--- src/design/fault_mgr_pkg.sv ---
package fault_mgr_pkg;
	// ==========================================
	// Clock and timing
	localparam int CLK_MHZ = 250;
	localparam int OC_RETRY_US = 1000; // Overcurrent retry wait, plain default
	localparam int OC_RETRY_CYC = OC_RETRY_US * CLK_MHZ;
	// ==========================================
	// Fault indices in status, interrupt and mask registers
	localparam int NF = 11;
	localparam int F_MUV = 0;
	localparam int F_MOV = 1;
	localparam int F_PUV = 2;
	localparam int F_DSOC = 3;
	localparam int F_SOC = 4;
	localparam int F_STUCK = 5;
	localparam int F_WARN = 6;
	localparam int F_TSD = 7;
	localparam int F_BOC = 8;
	localparam int F_RUV = 9;
	localparam int F_ROV = 10;
	localparam int F_GLOBAL = 11;
	// ==========================================
	// Register offsets (byte addresses)
	localparam logic [11:0] OFF_CTRL = 12'h000;
	localparam logic [11:0] OFF_STATUS = 12'h004;
	localparam logic [11:0] OFF_IRQ_STATUS = 12'h008;
	localparam logic [11:0] OFF_IRQ_MASK = 12'h00c;
	localparam logic [11:0] OFF_MODE = 12'h010;
	localparam logic [14:0] CTRL_RST = 15'h0000;
	localparam logic [10:0] MASK_RST = 11'h000;
	// ==========================================
	// Control register layout, bit 0 is the self-clearing fault clear
	typedef struct packed {
		logic [1:0] sense_oc_response;
		logic [1:0] drain_source_oc_response;
		logic pulldown_select;
		logic warning_to_pin;
		logic drive_rail_ov_off;
		logic drive_rail_uv_off;
		logic buck_oc_detect_off;
		logic thermal_shutdown_off;
		logic gate_stuck_detect_off;
		logic pump_uv_detect_off;
		logic motor_ov_detect_off;
		logic motor_uv_detect_off;
		logic fault_clear;
	} ctrl_t;
	// Monitor comparator outputs, bit 0 is motor undervoltage
	typedef struct packed {
		logic soft_start_done;
		logic logic_supply_undervoltage;
		logic buck_current_limit;
		logic drive_rail_overvoltage;
		logic drive_rail_undervoltage;
		logic buck_overcurrent;
		logic thermal_shutdown;
		logic temperature_warning;
		logic gate_stuck_fault;
		logic sense_overcurrent;
		logic drain_source_overcurrent;
		logic pump_undervoltage;
		logic motor_supply_overvoltage;
		logic motor_supply_undervoltage;
	} monitor_t;
	// Operating modes
	typedef enum logic [3:0] {
		M_SHUTDOWN = 4'h1,
		M_SLEEP = 4'h2,
		M_OPERATING = 4'h4,
		M_FAULT = 4'h8
	} mode_t;
	localparam int OC_LATCHED = 0;
	localparam logic [1:0] OC_RETRY = 2'h1;
	localparam logic [1:0] OC_REPORT = 2'h2;
	localparam logic [1:0] OC_OFF = 2'h3;
endpackage

--- src/design/gate_driver_fault_manager.sv ---
// Implementation choices: the APB slave port and the address map.
`timescale 1ns/10ps
module gate_driver_fault_manager import fault_mgr_pkg::*; #(
	parameter int RETRY_CYCLES = OC_RETRY_CYC
) (
	input wire logic ref_clk,
	input wire logic sys_rst,
	input wire logic psel,
	input wire logic penable,
	input wire logic pwrite,
	input wire logic [11:0] paddr,
	input wire logic [31:0] pwdata,
	output logic [31:0] prdata,
	output logic pready,
	output logic pslverr,
	input wire monitor_t monitors,
	input wire logic enable_pin,
	output logic fault_pin_n_o,
	output logic fault_pin_n_oe,
	output logic gate_inputs_block,
	output logic gate_outputs_hiz,
	output logic standby_regulator_en,
	output logic microcontroller_regulator_low_power,
	output logic logic_regulator_en,
	output logic pump_en,
	output logic pump_hiz,
	output logic buck_en,
	output logic buck_hiz,
	output logic buck_hiccup,
	output logic buck_current_limit_en,
	output mode_t mode,
	output logic irq
);
	// ==========================================
	// Input synchronisation
	monitor_t mon;
	logic en_s;
	logic en_d_q;
	sync2 #(.W($bits(monitor_t) + 1)) u_sync (
		.ref_clk(ref_clk),
		.sys_rst(sys_rst),
		.d({monitors, enable_pin}),
		.q({mon, en_s})
	);

	// ==========================================
	// Register state
	ctrl_t ctrl_q;
	logic [NF-1:0] stat_q, stat_d, int_q, int_d, mask_q, hold_q, hold_d;
	logic [NF-1:0] pl_q, pl_d;
	logic pready_q, pslverr_q;
	logic [31:0] prdata_q;
	mode_t mode_q, mode_d;

	// Bus decode
	wire acc = psel && penable;
	wire wr = acc && pwrite && pready_q;
	wire hit_ctrl = (paddr == OFF_CTRL);
	wire hit_stat = (paddr == OFF_STATUS);
	wire hit_int = (paddr == OFF_IRQ_STATUS);
	wire hit_mask = (paddr == OFF_IRQ_MASK);
	wire hit_mode = (paddr == OFF_MODE);
	wire hit_any = hit_ctrl | hit_stat | hit_int | hit_mask | hit_mode;
	wire ctrl_t wctl = ctrl_t'(pwdata[14:0]);

	// Clear event: enable rising edge or a written fault clear
	wire clr_wr = wr && hit_ctrl && wctl.fault_clear;
	wire clr = clr_wr || (en_s && !en_d_q);

	// ==========================================
	// Fault vector and per-fault configuration
	wire [NF-1:0] f = {mon.drive_rail_overvoltage, mon.drive_rail_undervoltage,
		mon.buck_overcurrent, mon.thermal_shutdown, mon.temperature_warning,
		mon.gate_stuck_fault, mon.sense_overcurrent, mon.drain_source_overcurrent,
		mon.pump_undervoltage, mon.motor_supply_overvoltage, mon.motor_supply_undervoltage};
	wire luv = mon.logic_supply_undervoltage;
	wire [1:0] dsm = ctrl_q.drain_source_oc_response;
	wire [1:0] scm = ctrl_q.sense_oc_response;

	// Reported faults set status; a disabled supply fault still reports
	wire [NF-1:0] rep = {5'h1f, ~ctrl_q.gate_stuck_detect_off, scm != OC_OFF,
		dsm != OC_OFF, 3'h7};

	// Faults whose response blocks the gate drivers
	wire [NF-1:0] act = {~ctrl_q.drive_rail_ov_off, ~ctrl_q.drive_rail_uv_off,
		~ctrl_q.buck_oc_detect_off, ~ctrl_q.thermal_shutdown_off, 1'b0,
		~ctrl_q.gate_stuck_detect_off, ~scm[1], ~dsm[1],
		~ctrl_q.pump_uv_detect_off, ~ctrl_q.motor_ov_detect_off,
		~ctrl_q.motor_uv_detect_off};

	wire [NF-1:0] fset = f & rep;
	wire [NF-1:0] fact = f & act;

	// Pin-latching faults and their retry mode
	wire [NF-1:0] latching = (NF'(1) << F_DSOC) | (NF'(1) << F_SOC) | (NF'(1) << F_STUCK);
	logic ds_exp, sc_exp;
	retry_timer #(.CYC(RETRY_CYCLES)) u_ds_retry (
		.ref_clk(ref_clk),
		.sys_rst(sys_rst),
		.start(f[F_DSOC] && dsm == OC_RETRY),
		.expire(ds_exp)
	);
	retry_timer #(.CYC(RETRY_CYCLES)) u_sc_retry (
		.ref_clk(ref_clk),
		.sys_rst(sys_rst),
		.start(f[F_SOC] && scm == OC_RETRY),
		.expire(sc_exp)
	);
	wire [NF-1:0] retry_rel = (NF'(ds_exp && dsm == OC_RETRY) << F_DSOC)
		| (NF'(sc_exp && scm == OC_RETRY) << F_SOC);

	// Latched recovery waits for soft-start on buck and rail undervoltage
	wire [NF-1:0] need_ss = (NF'(1) << F_BOC) | (NF'(1) << F_RUV);
	wire [NF-1:0] ss_ok = need_ss & {NF{~mon.soft_start_done}};
	wire [NF-1:0] rel = (~f & ~ss_ok & {NF{clr}}) | retry_rel;

	// Hold keeps the drivers blocked until recovery; motor undervoltage self-recovers
	always_comb begin
		hold_d = fact | (hold_q & ~rel);
		hold_d[F_MUV] = fact[F_MUV];
		pl_d = (fset & latching) | (pl_q & ~rel);
		stat_d = fset | (stat_q & ~{NF{clr}});
		stat_d[F_WARN] = f[F_WARN];
		int_d = (fset & ~stat_q) | (int_q & ~(wr && hit_int ? pwdata[NF-1:0] : '0));
	end

	// ==========================================
	// Fault pin: live reported faults, warning if routed, plus latches
	wire [NF-1:0] pin_live = fset & ~latching
		& ~(NF'(!ctrl_q.warning_to_pin) << F_WARN);
	wire pin_low = |pin_live | |pl_q;
	assign fault_pin_n_o = 1'b0;
	assign fault_pin_n_oe = pin_low && !luv;

	// ==========================================
	// Gate drive: any source may block (active-low enables ANDed)
	wire [NF-1:0] blk_n = ~(fact | hold_q);
	wire run = (mode_q == M_OPERATING) || (mode_q == M_FAULT);
	wire drv_ok = (&blk_n) && run && !luv;
	wire oc_only = ~|(~blk_n & ~((NF'(1) << F_DSOC) | (NF'(1) << F_SOC)));
	assign gate_inputs_block = !drv_ok;
	assign gate_outputs_hiz = !drv_ok && !(oc_only && run && ctrl_q.pulldown_select);

	// Regulators
	wire pwr_cut = luv | fact[F_MUV] | hold_q[F_MOV] | fact[F_MOV]
		| hold_q[F_TSD] | fact[F_TSD];
	wire rail_hz = fact[F_ROV] | hold_q[F_ROV];
	// Hiccup faults keep the standby regulator alive while the buck restarts
	assign standby_regulator_en = !run || pwr_cut || buck_hiccup;
	assign microcontroller_regulator_low_power = !en_s;
	assign logic_regulator_en = run && !pwr_cut;
	assign pump_en = run && !pwr_cut && !rail_hz;
	assign pump_hiz = rail_hz;
	assign buck_en = run && !pwr_cut && !rail_hz;
	assign buck_hiz = rail_hz;
	assign buck_hiccup = |(need_ss & (fact | hold_q));
	assign buck_current_limit_en = mon.buck_current_limit && !ctrl_q.buck_oc_detect_off;

	// ==========================================
	// Mode machine
	// Report-only faults keep the present mode; only a blocking fault changes it
	wire in_fault = !(&blk_n);
	always_comb begin
		mode_d = mode_q;
		case (mode_q)
			M_SHUTDOWN: mode_d = M_SLEEP;
			M_SLEEP: if (en_s) mode_d = M_OPERATING;
			M_OPERATING: begin
				if (!en_s) mode_d = M_SLEEP;
				else if (in_fault) mode_d = M_FAULT;
			end
			M_FAULT: begin
				if (!en_s) mode_d = M_SLEEP;
				else if (!in_fault) mode_d = M_OPERATING;
			end
			default: mode_d = M_SHUTDOWN;
		endcase
		if (luv) mode_d = M_SHUTDOWN;
	end
	assign mode = mode_q;

	// State registers
	always_ff @(posedge ref_clk) begin
		if (sys_rst) begin
			mode_q <= M_SHUTDOWN;
			en_d_q <= 1'b0;
			stat_q <= '0;
			hold_q <= '0;
			pl_q <= '0;
			int_q <= '0;
		end else begin
			mode_q <= mode_d;
			en_d_q <= en_s;
			stat_q <= stat_d;
			hold_q <= hold_d;
			pl_q <= pl_d;
			int_q <= int_d;
		end
	end

	// ==========================================
	// APB slave: one wait state so read data comes from a flip-flop
	wire [NF:0] stat_full = {|stat_q, stat_q};
	wire [31:0] rd_mux = hit_ctrl ? {17'h0, ctrl_q[14:1], 1'b0}
		: hit_stat ? {20'h0, stat_full}
		: hit_int ? {21'h0, int_q}
		: hit_mask ? {21'h0, mask_q}
		: hit_mode ? {28'h0, mode_q} : 32'h0;
	always_ff @(posedge ref_clk) begin
		if (sys_rst) begin
			pready_q <= 1'b0;
			pslverr_q <= 1'b0;
			prdata_q <= 32'h0;
		end else begin
			pready_q <= acc && !pready_q;
			pslverr_q <= acc && !pready_q && !hit_any;
			if (acc && !pready_q) begin
				prdata_q <= pwrite ? 32'h0 : rd_mux;
			end
		end
	end
	assign pready = pready_q;
	assign pslverr = pslverr_q;
	assign prdata = prdata_q;

	// Software registers; fault clear never stores
	always_ff @(posedge ref_clk) begin
		if (sys_rst) begin
			ctrl_q <= ctrl_t'(CTRL_RST);
			mask_q <= MASK_RST;
		end else begin
			if (wr && hit_ctrl) ctrl_q <= ctrl_t'({pwdata[14:1], 1'b0});
			if (wr && hit_mask) mask_q <= pwdata[NF-1:0];
		end
	end
	assign irq = |(int_q & mask_q);
endmodule // gate_driver_fault_manager

--- src/design/sync2.sv ---
`timescale 1ns/10ps
module sync2 import fault_mgr_pkg::*; #(
	parameter int W = 1
) (
	input wire logic ref_clk,
	input wire logic sys_rst,
	input wire logic [W-1:0] d,
	output logic [W-1:0] q
);
	// ==========================================
	// Two-stage synchroniser, first stage is read only by the second
	logic [W-1:0] meta_q;
	always_ff @(posedge ref_clk) begin
		if (sys_rst) begin
			meta_q <= '0;
			q <= '0;
		end else begin
			meta_q <= d;
			q <= meta_q;
		end
	end
endmodule // sync2

--- src/design/retry_timer.sv ---
`timescale 1ns/10ps
module retry_timer import fault_mgr_pkg::*; #(
	parameter int CYC = OC_RETRY_CYC
) (
	input wire logic ref_clk,
	input wire logic sys_rst,
	input wire logic start,
	output logic expire
);
	// ==========================================
	// One-shot wait; a new start while running restarts the count
	logic [31:0] cnt_q;
	logic run_q;
	always_ff @(posedge ref_clk) begin
		if (sys_rst) begin
			cnt_q <= 32'h0;
			run_q <= 1'b0;
			expire <= 1'b0;
		end else begin
			expire <= run_q && (cnt_q == 32'(CYC - 1)) && !start;
			if (start) begin
				cnt_q <= 32'h0;
				run_q <= 1'b1;
			end else if (run_q) begin
				cnt_q <= cnt_q + 32'h1;
				run_q <= (cnt_q != 32'(CYC - 1));
			end
		end
	end
endmodule // retry_timer

--- config.mk ---
export PLATFORM = sky130hd
export DESIGN_NAME = gate_driver_fault_manager
export DESIGN_NICKNAME = d
export VERILOG_FILES = /design/src/design/fault_mgr_pkg.sv /design/src/design/gate_driver_fault_manager.sv /design/src/design/sync2.sv /design/src/design/retry_timer.sv
export SDC_FILE = /design/constraint.sdc
export NUM_CORES = 1
export LEC_CHECK = 0
export ABC_AREA = 0
export BUFFER_PORTS_ARGS = -buffer_cell sky130_fd_sc_hd__buf_4
export CORE_MARGIN = 2
export CORE_UTILIZATION = 52
export DETAILED_ROUTE_END_ITERATION = 16
export PLACE_DENSITY = 0.76
export SYNTH_ARGS = -nofsm -noshare
export SYNTH_HDL_FRONTEND = slang
export SYNTH_SLANG_ARGS = --single-unit
--- constraint.sdc ---
create_clock -name ref_clk -period 1.8 [get_ports ref_clk]
set_input_delay 0.09 -clock ref_clk [delete_from_list [all_inputs] [get_ports ref_clk]]
set_output_delay 0.09 -clock ref_clk [all_outputs]
set_load 0.03 [all_outputs]
### After elaboration in Yosys (flattened, before gate mapping)

Cells that the tools add are included.

| storage, ports and cells | value |
|---|---|
| flip-flop bits (word level) | 206 |
| output and inout bits | 52 |

| cells by class | value |
|---|---|
| $add $sub $neg | 2 |
| eq/ne operators | 19 |
| multiplexer cells | 17 |
| bitwise operators | 49 |
| reductions and logical operators | 58 |

Operators by type and width:

| kind | count |
|---|---|
| $and A11 B11 Y11 | 11 |
| $not A11 Y11 | 7 |
| $add A32 B1 Y32 const B | 2 |
| $eq A32 B18 Y1 const B | 2 |
| $ne A32 B18 Y1 const B | 2 |
| $or A11 B11 Y11 | 4 |
| $reduce_or A11 Y1 | 4 |
| $mux W11 | 3 |
| $mux W15 | 2 |
| $logic_and A1 B1 Y1 | 27 |
| $eq A12 B4 Y1 const B | 2 |
| $mux W4 | 6 |
| $pmux W4 S4 | 1 |
| $logic_not A1 Y1 | 15 |
| $eq A12 B3 Y1 const B | 1 |
| $eq A12 B5 Y1 const B | 1 |
| $logic_not A12 Y1 | 1 |
| $mux W12 | 1 |
| $not A1 Y1 | 11 |
| $not A10 Y11 | 1 |
| $not A7 Y11 | 1 |
| $or A1 B1 Y1 | 11 |
| $or A11 B5 Y11 | 1 |
| $or A6 B11 Y11 | 1 |
| other kinds (15) | 27 |

### Logic depth before layout (Yosys ltp)

| logic depth | value |
|---|---|
| depth after elaboration | 11 |
| mapped depth | 7 |
| depth with buffers taken out | 6 |

### Cells and area by module

Synthesis repeated with hierarchy kept, for this count alone.

| unflattened totals | value |
|---|---|
| cells, all modules | 1002 |
| area total of the unflattened synthesis | 8465.6 um^2 |

By module, submodules not included:

| module | instances | cells each | area an instance (um^2) |
|---|---|---|---|
| gate_driver_fault_manager | 1 | 539 | 4250.3 |
| retry_timer | 2 | 200 | 1666.6 |
| sync2 | 1 | 63 | 882.1 |

### Worst setup path before layout

No wires, ideal clock.

| path | value |
|---|---|
| path type | register to output |
| start | register mode_q[2], in the netlist mode[2] |
| end | output port pump_en |
| arrival time | 2.411 ns |
| required time | 1.710 ns |
| slack | -0.701 ns |
| cell stages (with the launch flop) | 5 |
| path buffers | 1 |
| cell sequence | dfxtp_1 xnor2_1 or3_1 nor4_1 buf_4 |

| on the way | value |
|---|---|
| longest elaborated chain between the ends | 4 |
| elaborated cells on any way between the ends | 5 |
| those cells by class | 2 x eq/ne; 3 x reduce/logical |

Ends and longest elaborated chain:

| item | line | source |
|---|---|---|
| start: declaration | gate_driver_fault_manager.sv:53 | `mode_t mode_q, mode_d;` |
| start signal: assignment | gate_driver_fault_manager.sv:192 | `mode_q <= mode_d;` |
| $eq A4 B3 Y1 / $eq A4 B4 Y1 (equally long branches) | gate_driver_fault_manager.sv:138 | `wire run = (mode_q == M_OPERATING) \|\| (mode_q == M_FAULT);` |
| $logic_or A1 B1 Y1 * | gate_driver_fault_manager.sv:138 |  |
| $logic_and A1 B1 Y1 * (2 in a row) | n/a |  |
| end: declaration | gate_driver_fault_manager.sv:25 | `output logic pump_en,` |

Mark *: on every way between the ends. The rest lies on a longest branch, timed or not.

### Worst setup path after layout

| path | value |
|---|---|
| start | register hold_q[8] |
| end | output port gate_outputs_hiz |

| on the way | value |
|---|---|
| longest elaborated chain between the ends | 9 |
| elaborated cells on any way between the ends | 13 |
| those cells by class | 3 x bitwise; 10 x reduce/logical |

Ends and longest elaborated chain:

| item | line | source |
|---|---|---|
| start: declaration | gate_driver_fault_manager.sv:49 | `logic [NF-1:0] stat_q, stat_d, int_q, int_d, mask_q, hold_q, hold_d;` |
| start signal: assignment | gate_driver_fault_manager.sv:195 | `hold_q <= hold_d;` |
| $or A11 B11 Y11 * | n/a |  |
| $not A11 Y11 * | gate_driver_fault_manager.sv:137 | `wire [NF-1:0] blk_n = ~(fact \| hold_q);` |
| $not A11 Y11 | gate_driver_fault_manager.sv:140 | `wire oc_only = ~\|(~blk_n & ~((NF'(1) << F_DSOC) \| (NF'(1) << F_SOC)));` |
| $reduce_or A9 Y1 | gate_driver_fault_manager.sv:140 |  |
| $logic_not A1 Y1 | gate_driver_fault_manager.sv:140 |  |
| $logic_and A1 B1 Y1 (2 in a row) | gate_driver_fault_manager.sv:142 | `assign gate_outputs_hiz = !drv_ok && !(oc_only && run && ctrl_q.pulldown_select);` |
| $logic_not A1 Y1 | gate_driver_fault_manager.sv:142 |  |
| $logic_and A1 B1 Y1 * | gate_driver_fault_manager.sv:142 |  |
| end: declaration | gate_driver_fault_manager.sv:21 | `output logic gate_outputs_hiz,` |

Marked as above.

==> impl_summary.md <==
Outcome
The flow ran to the end, but the final reports show violations. The final reports fail on negative setup slack.

Power and ir drop
The total power per unit cell area is 836 nW/um^2. The worst vdd rail ir drop is 0.672 mV. The static leakage power is 0.00401 uW.

GRT
The initial antenna violation count came to 0. The total routing usage reported by global routing is 0.245. The first global-routing pass estimated 32100 um of wire.

The maximum number of pins on one net before global-route repair is 52. The aggregate global routing overflow is 0. The number of global-route vias before repair came to 6599.

Route
The final layout contains routed wiring with a total length of 20300 um. Detailed routing inserted a total of 7209 vias. Once detail routing completed, the nets flagged for antenna violations numbered 0. The first-pass iteration count of the detailed router is 6. In the routed layout, each cell is associated on average with a via count of 5.44. The remaining design rule violation count is 0. The first routing iteration left 831 violations. The wire length per cell is 15.3 um.

Clocking
The TritonCTS clock tree is yes. The H-tree was split into 4 levels. At the later pin of the worst-skew pair, clock insertion delay measures 440 ps. The tree built by TritonCTS fans out to 189 sinks. The clock tree buffer depth is 2. Clock-pin slew was measured on the worst setup and hold paths at 70 ps. The total CTS buffers is 17. The cell chosen for the clock root is sky130_fd_sc_hd__clkbuf_16.

Yosys
Synthesis inferred 189 register bits. The share of flip-flops with an asynchronous set or reset is 0. The sequential area share after synthesis is 0.468.

Of all cell types, the one taking the most synthesized area is sky130_fd_sc_hd__dfxtp_1. During synthesis, Yosys emitted a total of 0 warnings. In the post-synthesis netlist, the biggest area contributors are sky130_fd_sc_hd__dfxtp_1, sky130_fd_sc_hd__nor2_1, sky130_fd_sc_hd__nand2_1, sky130_fd_sc_hd__a21oi_1, sky130_fd_sc_hd__xnor2_1. The most instantiated flip-flop cell in the synthesis netlist is sky130_fd_sc_hd__dfxtp_1. The combined area of all synthesized cells is 8090 sq um. Counting flops with a built-in enable in the synthesized netlist gives 0. The distinct cell type count after synthesis is 53.

The area fraction of the dominant cell type after synthesis is 0.468. The gate count after technology mapping is 960. Each instance of the synthesized netlist takes up on average 8.43 sq um.

STA
Setup repair after global routing could not meet its margin everywhere. The final-report hold violation count is 0. The fmax is 458 MHz. The final sum of negative setup slack is -1670 ps. The final max-slew violation count is 0. The shortest period the worst path allows is 2180 ps. The final period utilization is 1.21. On the final layout, the worst clock skew is 8.59 ps. The total setup violations reported at the end of the flow is 8.

The setup slack of the critical path after layout is -385 ps. The pin slew with the least headroom to its limit is 522 ps. The worst slew slack as a fraction of its limit is 0.649.

Cells and area
0 antenna diodes ended up in the layout. After routing the design area is 10400 sq um. The filler cell count is 1202. In the final layout, the multi-input gates occupy 4050 sq um. From synthesis to final layout, the design area changed by 28.7%. The net total in the final layout is 1191. The layout cell share with drive strength beyond 1 is 0.199. The combined flip-flop and latch cell area is 3800 sq um.

Die
The total number of placement rows is 45. The floorplan core area is 15200 sq um. The die outline area is 16600 sq um. For this configuration, the core starts out at a cell density of 0.532. The vertical extent of the die is 129 um.

The die is 129 um wide. The number of primary I/O pins is 116.

Hold path
The kind of path behind the tightest hold check is in -> reg. The startpoint of the tightest hold check path is pwrite.

Worst setup path
The required time reported for the critical path endpoint is 1710 ps. The startpoint of the worst register-to-register path is hold_q[8]. The data arrival time at the worst-slack endpoint is 2090 ps. By startpoint and endpoint, the worst setup path is classified as reg -> out.

The worst setup path is captured at an output port. The kind of start point of the critical path is a flop. The critical path launch point is hold_q[8]. The peak fanout along the critical path is 2.

Place
The final RePlAce weighted congestion is 0.867. The placed wire-length estimate after detailed placement is 14200 um. The area after detailed placement is 9320 sq um.

During placement, the flow inserted port buffers numbering 80.

Flow run
The number of max-cap violations is 0.
==> per-layer routing <==
layer,global-route usage,vias up,routed length [um]
met5,0,-,0
met2,0.378,222,8950
met3,0.0507,32,1160
met1,0.339,3342,9680
li1,-,3613,-
met4,0.0902,0,469
==> critical path, cell delays in order, from the launching register on <==
cell,delay (ps)
sky130_fd_sc_hd__dfxtp_1,310
sky130_fd_sc_hd__or2_0,210
sky130_fd_sc_hd__a221o_2,330
sky130_fd_sc_hd__or4_4,460
sky130_fd_sc_hd__nor2_4,100
sky130_fd_sc_hd__o21ai_1,80
sky130_fd_sc_hd__buf_4,170
==> cells in the final DEF (no fill, tap or decap), types with 14 or more instances in the layout <==
cell                            instances
sky130_fd_sc_hd__nand2_1              103
sky130_fd_sc_hd__dfxtp_1              183
sky130_fd_sc_hd__xnor2_1               32
sky130_fd_sc_hd__nand2b_1              18
sky130_fd_sc_hd__o21ai_0               32
sky130_fd_sc_hd__nor4_1                23
sky130_fd_sc_hd__a21oi_1               67
sky130_fd_sc_hd__nor3_1                20
sky130_fd_sc_hd__nor2b_1               43
sky130_fd_sc_hd__nand3_1               37
sky130_fd_sc_hd__dlygate4sd3_1         32
sky130_fd_sc_hd__conb_1                18
sky130_fd_sc_hd__clkbuf_16             17
sky130_fd_sc_hd__xor2_1                24
sky130_fd_sc_hd__buf_4                149
sky130_fd_sc_hd__and3_1                14
sky130_fd_sc_hd__inv_1                 32
sky130_fd_sc_hd__nor2_1               110
sky130_fd_sc_hd__nand4_1               24
==> where the power goes <==
part	internal [uW]	switching, uW	leakage [uW]	total [uW]
clock network	1950	1720	0.000275	3670
logic	319	386	0.00220	704
registers	4260	66.7	0.00154	4320
==> registers in the layout, summed over array words and instances (netlist names) <==
signal,flops
u_sc_retry.cnt_q,32
u_ds_retry.run_q,1
mode,4
en_d_q,1
mask_q,11
u_sc_retry.run_q,1
u_sync.meta_q,15
pready,1
int_q,11
hold_q,11
u_sync.q,15
prdata,15
u_sc_retry.expire,1
dsm,2
stat_q,11
pl_q,11
scm,2
u_ds_retry.cnt_q,32
u_ds_retry.expire,1
ctrl_q,10
pslverr,1
==> kinds of logic (layout without fill, tap and decap cells) <==
kind of cell,after synthesis,count (layout),synth area share
compound gates,135,135,0.0990
xor+xnor,56,56,0.0606
fa+ha+maj,2,2,0.00309
buf+inv,98,258,0.0561
flops,189,189,0.468
mux,9,9,0.0111
other cells,1,18,0.000464
simple gates,470,470,0.302
==> stage by stage <==
step / util / power, uW / hold slack (ps) / setup WS (ps) / instances
after floorplan: - / 4790 / 218 / -56.5 / 977
after global placement: 0.613 / 5010 / 298 / -106 / 1256
after detailed placement: 0.613 / 5020 / 304 / -161 / 1256
after CTS: 0.679 / 8730 / 14.7 / -369 / 1323
after global routing: 0.685 / 8990 / 33.7 / -417 / 1325
final: 0.685 / 8700 / 30.9 / -385 / 1325
==> path summary, 6_finish.rpt <==
path,to,cells past startpoint,slack [ps]
worst max-delay path,gate_outputs_hiz,6,-380
worst min-delay path,prdata[11],4,30
worst max register to register,mode[2],7,-290
worst min register to register,u_sync.q[1],1,430
==> cell usage after synthesis, types with 3 or more instances <==
| master | n |
|---|---|
| sky130_fd_sc_hd__dfxtp_1 | 189 |
| sky130_fd_sc_hd__nor2_1 | 112 |
| sky130_fd_sc_hd__nand2_1 | 103 |
| sky130_fd_sc_hd__a21oi_1 | 67 |
| sky130_fd_sc_hd__nor2b_1 | 43 |
| sky130_fd_sc_hd__nand3_1 | 37 |
| sky130_fd_sc_hd__o21ai_0 | 34 |
| sky130_fd_sc_hd__inv_1 | 32 |
| sky130_fd_sc_hd__nor4_1 | 32 |
| sky130_fd_sc_hd__xnor2_1 | 32 |
| sky130_fd_sc_hd__clkbuf_1 | 31 |
| sky130_fd_sc_hd__nand4_1 | 24 |
| sky130_fd_sc_hd__xor2_1 | 24 |
| sky130_fd_sc_hd__buf_4 | 21 |
| sky130_fd_sc_hd__nor3_1 | 21 |
| sky130_fd_sc_hd__nand2b_1 | 18 |
| sky130_fd_sc_hd__and3_1 | 14 |
| sky130_fd_sc_hd__nor3b_1 | 11 |
| sky130_fd_sc_hd__or3_1 | 11 |
| sky130_fd_sc_hd__mux2i_1 | 9 |
| sky130_fd_sc_hd__and4_1 | 8 |
| sky130_fd_sc_hd__buf_1 | 8 |
| sky130_fd_sc_hd__o32ai_1 | 8 |
| sky130_fd_sc_hd__nand3b_1 | 7 |
| sky130_fd_sc_hd__nor4b_1 | 7 |
| sky130_fd_sc_hd__buf_2 | 6 |
| sky130_fd_sc_hd__a32oi_1 | 5 |
| sky130_fd_sc_hd__a221oi_1 | 4 |
| sky130_fd_sc_hd__and2_1 | 4 |
| sky130_fd_sc_hd__or2_2 | 4 |
| sky130_fd_sc_hd__or4_1 | 4 |
| sky130_fd_sc_hd__a22oi_1 | 3 |
==> what timing repair did <==
action	4_1_cts	5_1_grt
hold buffers	32	0
pin swaps	2	2
setup buffers	4	2
resized for setup	19	18
endpoints found under the setup margin	8	23
hold endpoints to repair	44	0
cloned	0	0
==> area by class of cell <==
type	count	share of cell area
inverters	32	0.0115
flip-flops and latches	189	0.365
clock inverters	14	0.0141
well taps	188	0.0226
multi-input cells	690	0.389
repair buffers	195	0.158
clock buffers	17	0.0409
Power figures use the tool's default switching activity.
